<file path="config.mk">
export PLATFORM = sky130hd
export DESIGN_NAME = dpp_regs
export DESIGN_NICKNAME = d
export VERILOG_FILES = /design/src/dpp_pkg.sv /design/src/dpp_byte_reg.sv /design/src/dpp_regs.sv
export SDC_FILE = /design/constraint.sdc
export NUM_CORES = 1
export LEC_CHECK = 0
export BUFFER_PORTS_ARGS = -buffer_cell sky130_fd_sc_hd__buf_4
export CORE_ASPECT_RATIO = 0.7
export CORE_UTILIZATION = 47
export CTS_CLUSTER_DIAMETER = 60
export CTS_CLUSTER_SIZE = 25
export DETAILED_ROUTE_END_ITERATION = 16
export GPL_ROUTABILITY_DRIVEN = 0
export HOLD_SLACK_MARGIN = 0.02
export PLACE_DENSITY = 0.76
export SLEW_MARGIN = 20
export SYNTH_ARGS = -nofsm -noshare
export SYNTH_HDL_FRONTEND = slang
export SYNTH_HIERARCHICAL = 1
export SYNTH_SLANG_ARGS = --single-unit
export TNS_END_PERCENT = 20
</file>
<file path="constraint.sdc">
create_clock -name CLK -period 2.24 [get_ports CLK]
set_input_delay 0.448 -clock CLK [delete_from_list [all_inputs] [get_ports CLK]]
set_output_delay 0.448 -clock CLK [all_outputs]
set_load 0.01 [all_outputs]
</file>
<file path="src/dpp_pkg.sv">
// Package: register map, field positions and reset values of the pointer/page block
package dpp_pkg;
   localparam logic [7:0] DPP_ADDR_PTR_A_LOW  = 8'h82;
   localparam logic [7:0] DPP_ADDR_PTR_A_HIGH = 8'h83;
   localparam logic [7:0] DPP_ADDR_PTR_B_LOW  = 8'h84;
   localparam logic [7:0] DPP_ADDR_PTR_B_HIGH = 8'h85;
   localparam logic [7:0] DPP_ADDR_CHOICE     = 8'h92;
   localparam logic [7:0] DPP_ADDR_PAGE       = 8'h93;
   localparam int         DPP_CHOICE_BIT      = 0;
   localparam logic [7:0] DPP_RESET_VAL       = 8'h00;
   localparam logic [15:0] DPP_XMAP_LO        = 16'hdf80;
   localparam logic [15:0] DPP_XMAP_HI        = 16'hdfff;

   // Special-function register access from the core
   typedef struct packed {
      logic       wr;
      logic [7:0] addr;
      logic [7:0] wdata;
   } dpp_sfr_req_t;

   // External-data address request from the core
   typedef struct packed {
      logic       valid;
      logic [15:0] addr;
   } dpp_xreq_t;
endpackage

</file>
<file path="src/dpp_byte_reg.sv">
`timescale 1ns/10ps
// One byte register with address match, write enable and read data
module dpp_byte_reg
   import dpp_pkg::*;
#(
   parameter logic [7:0] ADDR = 8'h00
) (
   // Clock and reset
   input  wire logic       clk,
   input  wire logic       rst_b,
   // Register access
   input  wire logic       wr,
   input  wire logic [7:0] addr,
   input  wire logic [7:0] wdata,
   // Contents
   output logic      [7:0] q,
   output logic            hit
);
   assign hit = (addr == ADDR);

   always_ff @(posedge clk or negedge rst_b) begin
      if (!rst_b) begin
         q <= DPP_RESET_VAL;
      end else if (wr && hit) begin
         q <= wdata;
      end
   end
endmodule // dpp_byte_reg

</file>
<file path="src/dpp_regs.sv">
`timescale 1ns/10ps
// Data pointer, pointer choice and external page registers of the core
// Overview of operation
// Two 16-bit pointers, high byte above low
// Choice bit 0 selects pointer a or b
// Pointer instructions use the chosen pointer
// Four pointer bytes read/write, reset zero
// Pointer bytes decode at 0x82 to 0x85
// Page high byte, index register low byte
// Port two latch never supplies high byte
// Page at 0x93, choice at 0x92, reset zero
// These registers only in special-function space
// External range 0xDF80-0xDFFF excludes these registers
// Unused choice bits ignore writes, read zero
module dpp_regs
   import dpp_pkg::*;
(
   // Clock and reset
   input  wire logic        CLK,
   input  wire logic        RST_B,
   // Special-function register access
   input  wire dpp_sfr_req_t SFR_REQ,
   input  wire logic        SFR_RD,
   output logic       [7:0] SFR_RDATA,
   output logic             SFR_HIT,
   // Indirect external-data access
   input  wire logic  [7:0] INDIRECT_INDEX_REG,
   input  wire logic  [7:0] PORT_TWO_LATCH,
   output logic      [15:0] INDIRECT_ADDR,
   // Pointer use
   output logic      [15:0] ACTIVE_POINTER,
   output logic             POINTER_CHOICE,
   // External-data space decode
   input  wire dpp_xreq_t   XREQ,
   output logic             XMAP_SFR_HIT
);
   logic [1:0] rst_sync_r;
   logic       rst_b_int;
   logic [7:0] q [4];
   logic [3:0] hit;
   logic       choice_r;
   logic       choice_nxt;
   logic [7:0] page_r;
   logic [7:0] page_nxt;
   logic       wr_choice;
   logic       wr_page;
   logic [7:0] rd_mux;
   logic       rd_any;
   logic [15:0] pointer_a;
   logic [15:0] pointer_b;
   logic [15:0] ptr_sel;
   logic [15:0] ind_addr;
   logic       x_in_range;
   logic [7:0] x_sfr_addr;
   logic       x_internal;

   localparam logic [7:0] BYTE_ADDR [4] = '{DPP_ADDR_PTR_A_LOW, DPP_ADDR_PTR_A_HIGH,
                                           DPP_ADDR_PTR_B_LOW, DPP_ADDR_PTR_B_HIGH};

   // Reset release through two flops
   always_ff @(posedge CLK or negedge RST_B) begin
      if (!RST_B) begin
         rst_sync_r <= 2'b00;
      end else begin
         rst_sync_r <= {rst_sync_r[0], 1'b1};
      end
   end
   assign rst_b_int = rst_sync_r[1];

   genvar i;
   generate
      for (i = 0; i < 4; i++) begin : g_ptr_byte
         dpp_byte_reg #(.ADDR(BYTE_ADDR[i])) u_byte (
            .clk   (CLK),
            .rst_b (rst_b_int),
            .wr    (SFR_REQ.wr),
            .addr  (SFR_REQ.addr),
            .wdata (SFR_REQ.wdata),
            .q     (q[i]),
            .hit   (hit[i])
         );
      end
   endgenerate

   assign pointer_a  = {q[1], q[0]};
   assign pointer_b  = {q[3], q[2]};
   assign wr_choice  = SFR_REQ.wr && (SFR_REQ.addr == DPP_ADDR_CHOICE);
   assign wr_page    = SFR_REQ.wr && (SFR_REQ.addr == DPP_ADDR_PAGE);
   assign choice_nxt = wr_choice ? SFR_REQ.wdata[DPP_CHOICE_BIT] : choice_r;
   assign page_nxt   = wr_page ? SFR_REQ.wdata : page_r;

   always_ff @(posedge CLK or negedge rst_b_int) begin
      if (!rst_b_int) begin
         choice_r <= DPP_RESET_VAL[DPP_CHOICE_BIT];
         page_r   <= DPP_RESET_VAL;
      end else begin
         choice_r <= choice_nxt;
         page_r   <= page_nxt;
      end
   end

   // Read mux; unused choice bits read zero
   assign rd_mux = hit[0] ? q[0] :
                   hit[1] ? q[1] :
                   hit[2] ? q[2] :
                   hit[3] ? q[3] :
                   (SFR_REQ.addr == DPP_ADDR_CHOICE) ? {7'h00, choice_r} :
                   (SFR_REQ.addr == DPP_ADDR_PAGE) ? page_r : 8'h00;
   assign rd_any = (|hit) || (SFR_REQ.addr == DPP_ADDR_CHOICE) ||
                   (SFR_REQ.addr == DPP_ADDR_PAGE);

   // Pointer selection for both code and external-data moves
   assign ptr_sel  = choice_nxt ? pointer_b : pointer_a;
   // Page alone gives the high byte; port two latch deliberately unused
   assign ind_addr = {page_nxt, INDIRECT_INDEX_REG};

   // External-data window: core-internal registers never answer there
   assign x_in_range = XREQ.valid && (XREQ.addr >= DPP_XMAP_LO) && (XREQ.addr <= DPP_XMAP_HI);
   assign x_sfr_addr = {1'b1, XREQ.addr[6:0]};
   assign x_internal = (x_sfr_addr == DPP_ADDR_PTR_A_LOW) || (x_sfr_addr == DPP_ADDR_PTR_A_HIGH) ||
                       (x_sfr_addr == DPP_ADDR_PTR_B_LOW) || (x_sfr_addr == DPP_ADDR_PTR_B_HIGH) ||
                       (x_sfr_addr == DPP_ADDR_CHOICE) || (x_sfr_addr == DPP_ADDR_PAGE);

   always_ff @(posedge CLK or negedge rst_b_int) begin
      if (!rst_b_int) begin
         SFR_RDATA      <= 8'h00;
         SFR_HIT        <= 1'b0;
         ACTIVE_POINTER <= 16'h0000;
         POINTER_CHOICE <= 1'b0;
         INDIRECT_ADDR  <= 16'h0000;
         XMAP_SFR_HIT   <= 1'b0;
      end else begin
         SFR_RDATA      <= SFR_RD ? rd_mux : 8'h00;
         SFR_HIT        <= (SFR_RD || SFR_REQ.wr) && rd_any;
         ACTIVE_POINTER <= ptr_sel;
         POINTER_CHOICE <= choice_nxt;
         INDIRECT_ADDR  <= ind_addr;
         XMAP_SFR_HIT   <= x_in_range && !x_internal;
      end
   end
endmodule // dpp_regs

</file>
**Word level (Yosys, flattened, before mapping)**

Index checks and enable logic that the tools add are counted.

- Flip-flop bits (word level): 85
- Memory bits (writable): 0
- Memories: 0
- Logic and storage cells: 56
- Memory bits (read-only): 0
- Bits of input ports: 53
- Output and inout port bits: 43
- Bits in latches: 0

- Multiplexer cells: 10
- Add/subtract/negate cells: 0
- Equal/unequal tests: 12
- $mul: 0
- Bitwise logic cells: 0
- Shift-type cells: 0
- $lt $le $gt $ge: 2
- Divide/modulo/power cells: 0
- Reductions and logical operators: 20

Operator list:

| operator | number |
|---|---|
| 8-bit two-way mux | 8 |
| 8-bit equality test, second input constant | 6 |
| 16-bit greater-or-equal comparator, second input constant | 1 |
| 16-bit less-or-equal comparator, second input constant | 1 |
| 16-bit two-way mux | 1 |
| 7-bit by 2-bit equality test with 1-bit output, second input constant | 2 |
| 7-bit by 3-bit equality test with 1-bit output, second input constant | 2 |
| 7-bit by 5-bit equality test with 1-bit output, second input constant | 2 |
| 1-bit logical AND | 10 |
| 1-bit logical OR | 8 |
| 4-bit OR reduction | 1 |
| 1-bit logical NOT | 1 |
| 1-bit two-way mux | 1 |

**Logic depth before layout (Yosys ltp)**

Gate-level depths: netlist of run 1.

- Depth after elaboration: 8
- Depth in mapped cells: 7
- Mapped depth without buffers: 6

**Hierarchy**

Netlist of run 1, hierarchy kept.

Modules (own cells, without submodules):

| module | times used | cells each | seq. area each (µm²) | area each (µm²) |
|---|---|---|---|---|
| dpp_regs | 1 | 152 | 1,126.1 | 1,940.6 |
| dpp_byte_reg at g_ptr_byte[1].u_byte | 1 | 23 | 200.2 | 371.6 |
| dpp_byte_reg at g_ptr_byte[2].u_byte | 1 | 22 | 200.2 | 367.9 |
| dpp_byte_reg at g_ptr_byte[0].u_byte | 1 | 21 | 200.2 | 352.8 |
| dpp_byte_reg at g_ptr_byte[3].u_byte | 1 | 21 | 200.2 | 341.6 |

**Worst setup path after synthesis of run 1**

Ideal clock, no wire load.

- Path kind: input to register
- Start point: input SFR_REQ[13] (netlist name)
- End point: register ACTIVE_POINTER[10]
- Stages on the path: 5
- Path buffers: 1
- Slack: 34 ps
- Required time: 2,115 ps
- Arrival: 2,082 ps
- Library setup time: 125 ps
- Path through: or3b_4 > nor4b_4 > mux2i_2 > buf_6 > mux2_2

- Word-level cells in the longest chain between the ends: 4

RTL lines:

| what | RTL line | source |
|---|---|---|
| start: declaration | dpp_regs.sv:22 | `input wire dpp_sfr_req_t SFR_REQ,` |
| 8-bit equality test | dpp_regs.sv:87 | `assign wr_choice = SFR_REQ.wr && (SFR_REQ.addr == DPP_ADDR_CHOICE);` |
| 1-bit logical AND | dpp_regs.sv:87 |  |
| 1-bit two-way mux | dpp_regs.sv:89 | `assign choice_nxt = wr_choice ? SFR_REQ.wdata[DPP_CHOICE_BIT] : choice_r;` |
| 16-bit two-way mux | dpp_regs.sv:113 | `assign ptr_sel = choice_nxt ? pointer_b : pointer_a;` |
| named net ptr_sel[10] | dpp_regs.sv:51 | `logic [15:0] ptr_sel;` |
| end signal: assignment | dpp_regs.sv:135 | `ACTIVE_POINTER <= ptr_sel;` |
| end: declaration | dpp_regs.sv:31 | `output logic [15:0] ACTIVE_POINTER,` |

The timed path passes the listed nets, and every way through them passes these cells.
A chain may end at the register's enable or synchronous reset.

**Worst setup path in the final report of run 1**

- Start point: input SFR_REQ[13] (netlist name)
- End point: register ACTIVE_POINTER[8]

Same word-level chain as after synthesis.

==> metrics, run 1 <==
die height around 73 microns; drt wl/cell ~16 microns; Pleak 2.270 nW; post-synthesis sequential area ratio 0.5710; required time of the critical path 2.47 ns; setup violators final 0; I/O pins 96; Clock Tree Root clkbuf_8; GR Util met2 0.3563; FMAX roughly 520 MHz; DRT Wirelength 7385 microns; sequential cell area slightly below 0.002 sq mm; Tot Pwr about 2.7 mW; post-synthesis register bit count 77; grt met1 use 0.3046; max_cap viols 0; Core Region slightly below 0.007 sq mm; startpoint types primary input; post-synth top area cell dfrtp_1; Pwr per Cell Area 611.7 mW/mm^2; gr busiest metal met2; Distinct cells, synth 40; TritonCTS clock tree built; Filler cells around 500; synth-to-layout area growth 31.96%; main flop type after synthesis dfrtp_1; Post-synth EDFFs 0; Skew-Pair Late Insertion Delay 0.35 ns; Core Util, Final 0.6500; Post-synth top cells dfrtp_1 (77), mux2_2 (40), mux2_4 (16), nand2_1 (9); number of I/O port buffers 86; multi-input logic area 0.001369 sq mm; GRT overflow 0; syn_area_per_cell ~14 sq um; Inserted Diodes 0; layout cell share with drive strength beyond 1 0.5537; DRC viols 0; initial core utilization 0.4926; HPWL Detailed 5312 microns; final std cells w/o fill roughly 450; Cells after Synth 239; final clock skew between 0.004 and 0.005 ns; setup bufs post-CTS 0; min Tclk post-route 1.907 ns; H-tree depth 3; Async S/R FF share, synth 1.000; Pre-antenna DRT Iters 4; post-route cell area ~0.0045 sq mm; Num Clock Sinks 77; total number of vias ~2400; Max IR drop VDD 0.4086 mV; Post-Syn Area roughly 0.0034 sq mm; post-cts resize count 0; die area between 0.007 and 0.008 sq mm; pin count of the biggest net entering global routing 40; GRT Util Overall 0.2248; Max Buffers Root-to-Sink 2; vias in the first global route approximately 2400; met3 GRT Util 0.06130; first-pass GRT wire length 12220 microns; initial antenna violation count 0; Synth top area share 0.5710; die span in x 103.3 microns; Hold WS 0.09836 ns; Hold WC Path Type reg -> async; CTS Buf Count 9; nets@finish between 400 and 500; Hold-fix buffers, CTS 1; status complete, no violations; antenna-violating nets left 0; final worst-path cycle share 0.8512; clock transition at the registers of the reported paths about 0.080 ns; data arrival time of the critical path 2.14 ns; synth warn 6; row count 25; DP Area approximately 0.0043 sq mm; endpoints failing hold 0; Max Transition Viols Final 0; RSZ-0062 raised after global routing no; Worst Setup End Kind flop; CP max FO 16; synth top area cells dfrtp_1 (57%), mux2_2 (13%), mux2_4 (7.1%), nor4b_4 (1.4%), nor3b_1 (1.3%); kind of critical path in -> reg; Placed Cells between 400 and 500; DR vias/cell ~5.3; post-synth net total 292; Detailed Route Iter0 Violations between 100 and 150; count leader, synth dfrtp_1
final cells by class:
cell class / instances / share of cell area
clock buffers: 9 / 0.02782
inverters: 6 / 0.005058
repair buffers: 109 / 0.1871
clock inverters: 7 / 0.01321
multi-input cells: 146 / 0.3074
well taps: 94 / 0.02641
flip-flops and latches: 77 / 0.4330
worst max-delay path: stages:
cell and delay [ns]:
buf_4 0.11, or3b_4 0.41, nor4b_4 0.28, mux2i_2 0.32
buf_12 0.20, mux2_2 0.36
path summary, 6_finish.rpt:
check | from | end | slack [ns] | depth (start not counted)
max | SFR_REQ[13] | ACTIVE_POINTER[8]$_DFF_PN0_ | 0.33 | 6
min | rst_sync_r[1]$_DFF_PN0_ | INDIRECT_ADDR[3]$_DFF_PN0_ | 0.1 | 0
max reg2reg | choice_r$_DFF_PN0_ | ACTIVE_POINTER[8]$_DFF_PN0_ | 0.91 | 3
min reg2reg | rst_sync_r[1]$_DFF_PN0_ | INDIRECT_ADDR[3]$_DFF_PN0_ | 0.1 | 0
max in group asynchronous | rst_sync_r[1]$_DFF_PN0_ | ACTIVE_POINTER[13]$_DFF_PN0_ | 1.43 | 1
min in group CLK | INDIRECT_INDEX_REG[5] | INDIRECT_ADDR[5]$_DFF_PN0_ | 0.20 | 1
metrics by stage:
step | TNS, ns | setup slack, ns
after global placement | -0.05124 | -0.01132
final | 0 | 0.3334
after floorplan | 0 | 0.03356
after CTS | 0 | 0.3429
after detailed placement | -0.1406 | -0.02823
after global routing | 0 | 0.2725
state kept, by name, indices dropped and copies added (netlist names), 2 cells and up:
name,flops
page_r,7
ACTIVE_POINTER,16
INDIRECT_ADDR,9
rst_sync_r,2
SFR_RDATA,8
g_ptr_byte.u_byte/q,32
layout by cell type (no fill, tap or decap), drive strengths merged, types with 3 or more instances in the layout:
master / count
clkinv: 4
buf: 108
nand4: 3
nor4b: 3
dfrtp: 77
a21oi: 8
inv: 8
nand2: 9
clkbuf: 9
and3: 3
mux2: 56
nor3b: 6
nand4b: 3
nor2: 4
o21ai: 8
o211ai: 5
nor2b: 7
a221oi: 5
layer usage:
metal  share of wire  vias to the layer above
met2            0.47                       90
met5               0                        -
met3           0.074                       11
met1            0.45                     1168
met4           0.012                        0
li1                -                     1096
cell families after synthesis:
group	after synthesis	synth area share
AND/OR/NAND/NOR	57	0.1342
multiplexers	58	0.2117
buffers and inverters	16	0.02484
flip-flops	77	0.5710
AO/OA/AOI/OAI	30	0.05710
other	1	0.001111
power breakdown:
part	switching [mW]	internal, mW
Sequential	0.0386	1.45
Combinational	0.122	0.165
Clock	0.532	0.416
Note: power is estimated with default switching activity, not from simulation.
==> inputs of run 2 (changes only) <==
--- a/config.mk
+++ b/config.mk
@@ -7,13 +7,13 @@
 export LEC_CHECK = 0
 export BUFFER_PORTS_ARGS = -buffer_cell sky130_fd_sc_hd__buf_4
 export CORE_ASPECT_RATIO = 0.7
-export CORE_UTILIZATION = 47
+export CORE_UTILIZATION = 45
 export CTS_CLUSTER_DIAMETER = 60
 export CTS_CLUSTER_SIZE = 25
 export DETAILED_ROUTE_END_ITERATION = 16
 export GPL_ROUTABILITY_DRIVEN = 0
 export HOLD_SLACK_MARGIN = 0.02
-export PLACE_DENSITY = 0.76
+export PLACE_DENSITY = 0.73
 export SLEW_MARGIN = 20
 export SYNTH_ARGS = -nofsm -noshare
 export SYNTH_HDL_FRONTEND = slang
==> run 2 against run 1 <==
  * Clock-buffer cell count rose by 1
  * Critical path depth fell by 2
  * Final cell count rose by 1.3%
  * Sequential power barely moved
  * Clock power rose by 22%
  * Register-to-register slack barely moved
  * Power rose by 7.9%
  * Critical endpoint is now g_ptr_byte[1].u_byte/q[0]$_DFFE_PN0P_
  * Highest routed layer unchanged
==> metrics, run 2 (same netlist as run 1, synthesis figures left out) <==
NetSw between 600 and 700 uW; Inserted Diodes 0; Num Clock Sinks slightly below 80; die height about 74 microns; total number of vias about 2400; Max IR drop VDD 0.4353 mV; Clock Tree Root clkbuf_8; final clock skew between 0.008 and 0.009 ns; initial antenna violation count 0; Largest register FFs 32; GRT Util Overall 0.2093; clock transition at the registers of the reported paths approximately 0.08 ns; pin count of the biggest net entering global routing 36; HPWL Detailed 5426 microns; number of I/O port buffers 86; Skew-Pair Late Insertion Delay 0.35 ns; DRC viols 0; die span in x roughly 110 microns; Detailed Route Iter0 Violations 90; kind of critical path in -> reg; Max Transition Viols Final 0; crit-path max cell delay approximately 0.67 ns; commonest cells after routing, fill and taps aside buf_4 (109), dfrtp_1 (76), mux2_2 (40); post-cts resize count 0; layout cell share with drive strength beyond 1 0.5534; DRT Wirelength approximately 7700 microns; I/O pins 96; FMAX a little over 500 MHz; Pwr per Cell Area between 600 and 700 mW/mm^2; DP Area between 0.004 and 0.005 sq mm; Hold WC Path Type reg -> async; register share of total power 0.506; most common cell after layout, fill and taps aside buf_4; die area ~0.0079 sq mm; GRT overflow 0; RR Endpoint ACTIVE_POINTER[9]$_DFF_PN0_; Pre-antenna DRT Iters 4; Hold WS between 0.1 and 0.15 ns; Filler cells 600; TritonCTS clock tree built; first-pass GRT wire length 12270 microns; Logic pwr share 0.098; final worst-path cycle share 0.8628; setup violators final 0; Clock Power Share 0.396; nets@finish slightly above 400; startpoint types primary input; internal power roughly 2.3 mW; setup bufs post-CTS 0; max_cap viols 0; status complete, no violations; Pleak between 2 and 2.5 nW; endpoints failing hold 0; setup tns final 0 ns; top flop regs g_ptr_byte.u_byte/q x32, ACTIVE_POINTER x16, INDIRECT_ADDR x9; antenna-violating nets left 0; CTS Buf Count 9; final std cells w/o fill ~450; data arrival time of the critical path ~2.2 ns; Max Buffers Root-to-Sink 2; drt wl/cell around 17 microns; vias in the first global route around 2500; slowest CP cell or4_4; required time of the critical path roughly 2.5 ns; worst r2r path cells 3; H-tree depth 3; Worst Setup End Kind flop; CP max FO 8; Core Region 0.007287 sq mm; Top reg by flops g_ptr_byte.u_byte/q; R2R Path Start choice_r$_DFF_PN0_; Switching Share 0.2338; Placed Cells 437; synth-to-layout area growth 33.78%; min Tclk post-route 1.933 ns; CP Cell Sequence buf_4, or4b_1, or4_4, mux2_4; RSZ-0062 raised after global routing no; post-route cell area between 0.004 and 0.005 sq mm; DR vias/cell about 5.2; initial core utilization 0.4631; FF-to-FF setup slack approximately 0.91 ns; row count 26
## run 2: cell count changes in the layout (fill, tap and decap cells not counted), sizes merged
cell / previous run / this run
buf: 108 / 110
bufinv: 0 / 2
clkinv: 4 / 2
clkbuf: 9 / 10
inv: 8 / 7
## run 2: worst max-delay path: cells and delay by family
kind / cells / cell delay (ns)
AND/OR/NAND/NOR: 2 / 1.25
multiplexers: 1 / 0.33
buffers and inverters: 1 / 0.13
## run 2: power by group through the flow
stage,registers (mW),logic [mW],clock network (mW)
2_1_floorplan,1.54,0.0919,0
3_3_place_gp,1.51,0.282,0
3_5_place_dp,1.51,0.288,0
4_1_cts,1.49,0.291,1.18
5_1_grt,1.49,0.313,1.24
6_report,1.49,0.287,1.16
## run 2: final cells by class
cell class	instances	area (sq um)	area share
tap	98	122.6	0.02716
inverter	6	22.52	0.004989
clock inverter	6	96.34	0.02134
multi-input combinational	146	1369	0.3032
clock buffer	10	127.6	0.02827
timing repair buffer	111	848.3	0.1879
sequential	77	1928	0.4271
## run 2: worst max path at each step
stage                      from                                     to  slack (ns)  depth (start not counted)
floorplan           SFR_REQ[13]           ACTIVE_POINTER[10]$_DFF_PN0_        0.03                          5
global placement    SFR_REQ[14]  g_ptr_byte[1].u_byte/q[2]$_DFFE_PN0P_       -0.04                          4
detailed placement  SFR_REQ[14]  g_ptr_byte[1].u_byte/q[7]$_DFFE_PN0P_       -0.05                          4
CTS                 SFR_REQ[14]  g_ptr_byte[1].u_byte/q[0]$_DFFE_PN0P_        0.33                          4
global route        SFR_REQ[14]                 SFR_RDATA[3]$_DFF_PN0_        0.22                          8
finish              SFR_REQ[14]  g_ptr_byte[1].u_byte/q[0]$_DFFE_PN0P_        0.31                          4
## run 2: repair_timing
item,in CTS,in global routing
hold buffers,1,0
endpoints found under the setup margin,0,0
endpoints found under the hold margin,2,0
## run 2: layer usage
| metal | GRT usage | routed length [microns] | up-vias |
|---|---|---|---|
| li1 | - | - | 1101 |
| met1 | 0.2769 | 3626 | 1195 |
| met2 | 0.3436 | 3597 | 64 |
| met3 | 0.05609 | 365 | 7 |
| met4 | 0.06636 | 79 | 0 |
| met5 | 0 | 0 | - |
## run 2: through the flow
stage	worst slack (ns)	power (mW)	utilization
after floorplan	0.03356	1.629	-
after global placement	-0.03778	1.794	0.5874
after detailed placement	-0.05443	1.802	0.5874
after CTS	0.3252	2.961	0.6195
after global routing	0.2242	3.049	0.6195
final	0.3072	2.940	0.6195
==> inputs of run 3 (changes only) <==
--- a/config.mk
+++ b/config.mk
@@ -13,7 +13,7 @@
 export DETAILED_ROUTE_END_ITERATION = 16
 export GPL_ROUTABILITY_DRIVEN = 0
 export HOLD_SLACK_MARGIN = 0.02
-export PLACE_DENSITY = 0.73
+export PLACE_DENSITY = 0.71
 export SLEW_MARGIN = 20
 export SYNTH_ARGS = -nofsm -noshare
 export SYNTH_HDL_FRONTEND = slang
==> constraint.sdc (replaced) <==
create_clock -name CLK -period 2.5 [get_ports CLK]
set_input_delay 0.5 -clock CLK [delete_from_list [all_inputs] [get_ports CLK]]
set_output_delay 0.5 -clock CLK [all_outputs]
set_load 0.01 [all_outputs]
==> run 3 against run 2 <==
  * Power down 19%
  * Highest routed layer unchanged
  * Non-clock buffer count down 15
  * Global-route usage up 0.13 points
  * Largest power group unchanged
  * Core utilization down 2.2 points
==> metrics, run 3 (same netlist as run 1, synthesis figures left out) <==
status complete, no violations; CP Depth 4; GRT overflow 0; number of I/O port buffers 86; pin count of the biggest net entering global routing 45; HPWL Detailed 5183 microns; Max IR drop VDD between 0.2 and 0.3 mV; worst r2r path cells 3; die span in x about 110 microns; endpoints failing hold 0; synth-to-layout area growth 29.11%; final worst-path cycle share 0.7980; startpoint types primary input; commonest cells after routing, fill and taps aside buf_4 (93), dfrtp_1 (76), mux2_2 (40); Pleak about 2.2 nW; CP Cell Sequence buf_4, or4b_1, or4_4, mux2_4; H-tree depth 3; initial core utilization 0.4631; Slew Limit Headroom 0.5021; DR vias/cell 5.267; max_cap viols 0; first-pass GRT wire length roughly 12000 microns; Inserted Diodes 0; layout cell share with drive strength beyond 1 0.5337; kind of critical path in -> reg; Detailed Route Iter0 Violations 80; Hold WC Path Type in -> reg; initial antenna violation count 0; I/O pins 96; setup tns final 0 ns; Top reg by flops g_ptr_byte.u_byte/q; RSZ-0062 raised after global routing no; Num Clock Sinks 77; clock transition at the registers of the reported paths 0.08 ns; vias in the first global route roughly 2400; Pwr per Cell Area roughly 550 mW/mm^2; Worst Setup End Kind flop; final clock skew roughly 0.013 ns; Max Transition Viols Final 0; FMAX 501.3 MHz; DRC viols 0; CP bufs+invs 1; top flop regs g_ptr_byte.u_byte/q x32, ACTIVE_POINTER x16, INDIRECT_ADDR x9; RR Endpoint ACTIVE_POINTER[9]$_DFF_PN0_; die area slightly below 0.008 sq mm; CP top delay family simple AND/OR/NAND/NOR gates; die height approximately 74 microns; CP max FO 8; FF-to-FF setup slack 1.18 ns; Core Region between 0.007 and 0.008 sq mm; most common cell after layout, fill and taps aside buf_4; min Tclk post-route 1.995 ns; hold depth 1; Largest register FFs 32; nets@finish just under 400; hold_sp INDIRECT_INDEX_REG[4]; row count 26; CTS Buf Count 9; antenna-violating nets left 0; Clock Tree Root clkbuf_8; Placed Cells 422; required time of the critical path between 2 and 3 ns; setup violators final 0; R2R Path Start choice_r$_DFF_PN0_; Hold Path End INDIRECT_ADDR[4]$_DFF_PN0_; GRT Util Overall 0.2106; Hold WS roughly 0.26 ns; DRT Wirelength between 7000 and 8000 microns; data arrival time of the critical path 2.22 ns; Core Util, Final 0.5979; Pre-antenna DRT Iters 4; Max Buffers Root-to-Sink 2; crit-path max cell delay ~0.67 ns; TritonCTS clock tree built; slowest CP cell or4_4; setup bufs post-CTS 0; final std cells w/o fill 439; total number of vias 2312; drt wl/cell around 17 microns; Skew-Pair Late Insertion Delay 0.34 ns; worst slew pin tran about 0.75 ns
==> run 3: cell count changes in the layout (fill, tap and decap cells not counted), sizes merged <==
cell / previous run / this run
bufinv: 2 / 0
clkinv: 2 / 3
buf: 110 / 95
clkinvlp: 1 / 2
==> run 3: layout make-up <==
class	instances	area (sq um)
multi-input combinational	146	1369
inverter	6	22.52
timing repair buffer	96	748.2
clock buffer	10	127.6
fill	605	2930
sequential	77	1928
clock inverter	6	38.79
tap	98	122.6
==> run 3: timing repair <==
item	CTS	global route
gates resized for setup	0	0
endpoints found under the hold margin	2	0
hold buffers	1	0
==> run 3: where the power goes <==
part	leakage (nW)	internal, mW	total [mW]	switching (mW)
Combinational	1.08	0.143	0.245	0.102
Clock	0.0824	0.359	0.798	0.439
Sequential	1.04	1.30	1.34	0.0415
==> run 3: worst max path at each step <==
stage	end	slack [ns]	from
6_report	g_ptr_byte[1].u_byte/q[5]$_DFFE_PN0P_	0.51	SFR_REQ[14]
2_1_floorplan	ACTIVE_POINTER[0]$_DFF_PN0_	0.20	rst_sync_r[1]$_DFF_PN0_
4_1_cts	g_ptr_byte[1].u_byte/q[5]$_DFFE_PN0P_	0.51	SFR_REQ[14]
5_1_grt	SFR_RDATA[4]$_DFF_PN0_	0.48	SFR_REQ[14]
3_5_place_dp	g_ptr_byte[1].u_byte/q[5]$_DFFE_PN0P_	0.15	SFR_REQ[14]
3_3_place_gp	g_ptr_byte[1].u_byte/q[7]$_DFFE_PN0P_	0.16	SFR_REQ[14]
==> run 3: metal layers <==
layer  global-route usage  wire length (microns)
met3              0.04820                    420
met5                    0                      0
met1               0.2905                   3605
met4              0.07562                    103
met2               0.3326                   3440
==> run 3: through the flow <==
step / setup slack (ns) / cell area, sq um / total power [mW]
2_1_floorplan: 0.1968 / 3374 / 1.460
3_3_place_gp: 0.1620 / 4180 / 1.602
3_5_place_dp: 0.1465 / 4180 / 1.610
4_1_cts: 0.5109 / 4357 / 2.411
5_1_grt: 0.4754 / 4357 / 2.502
6_report: 0.5050 / 4357 / 2.382
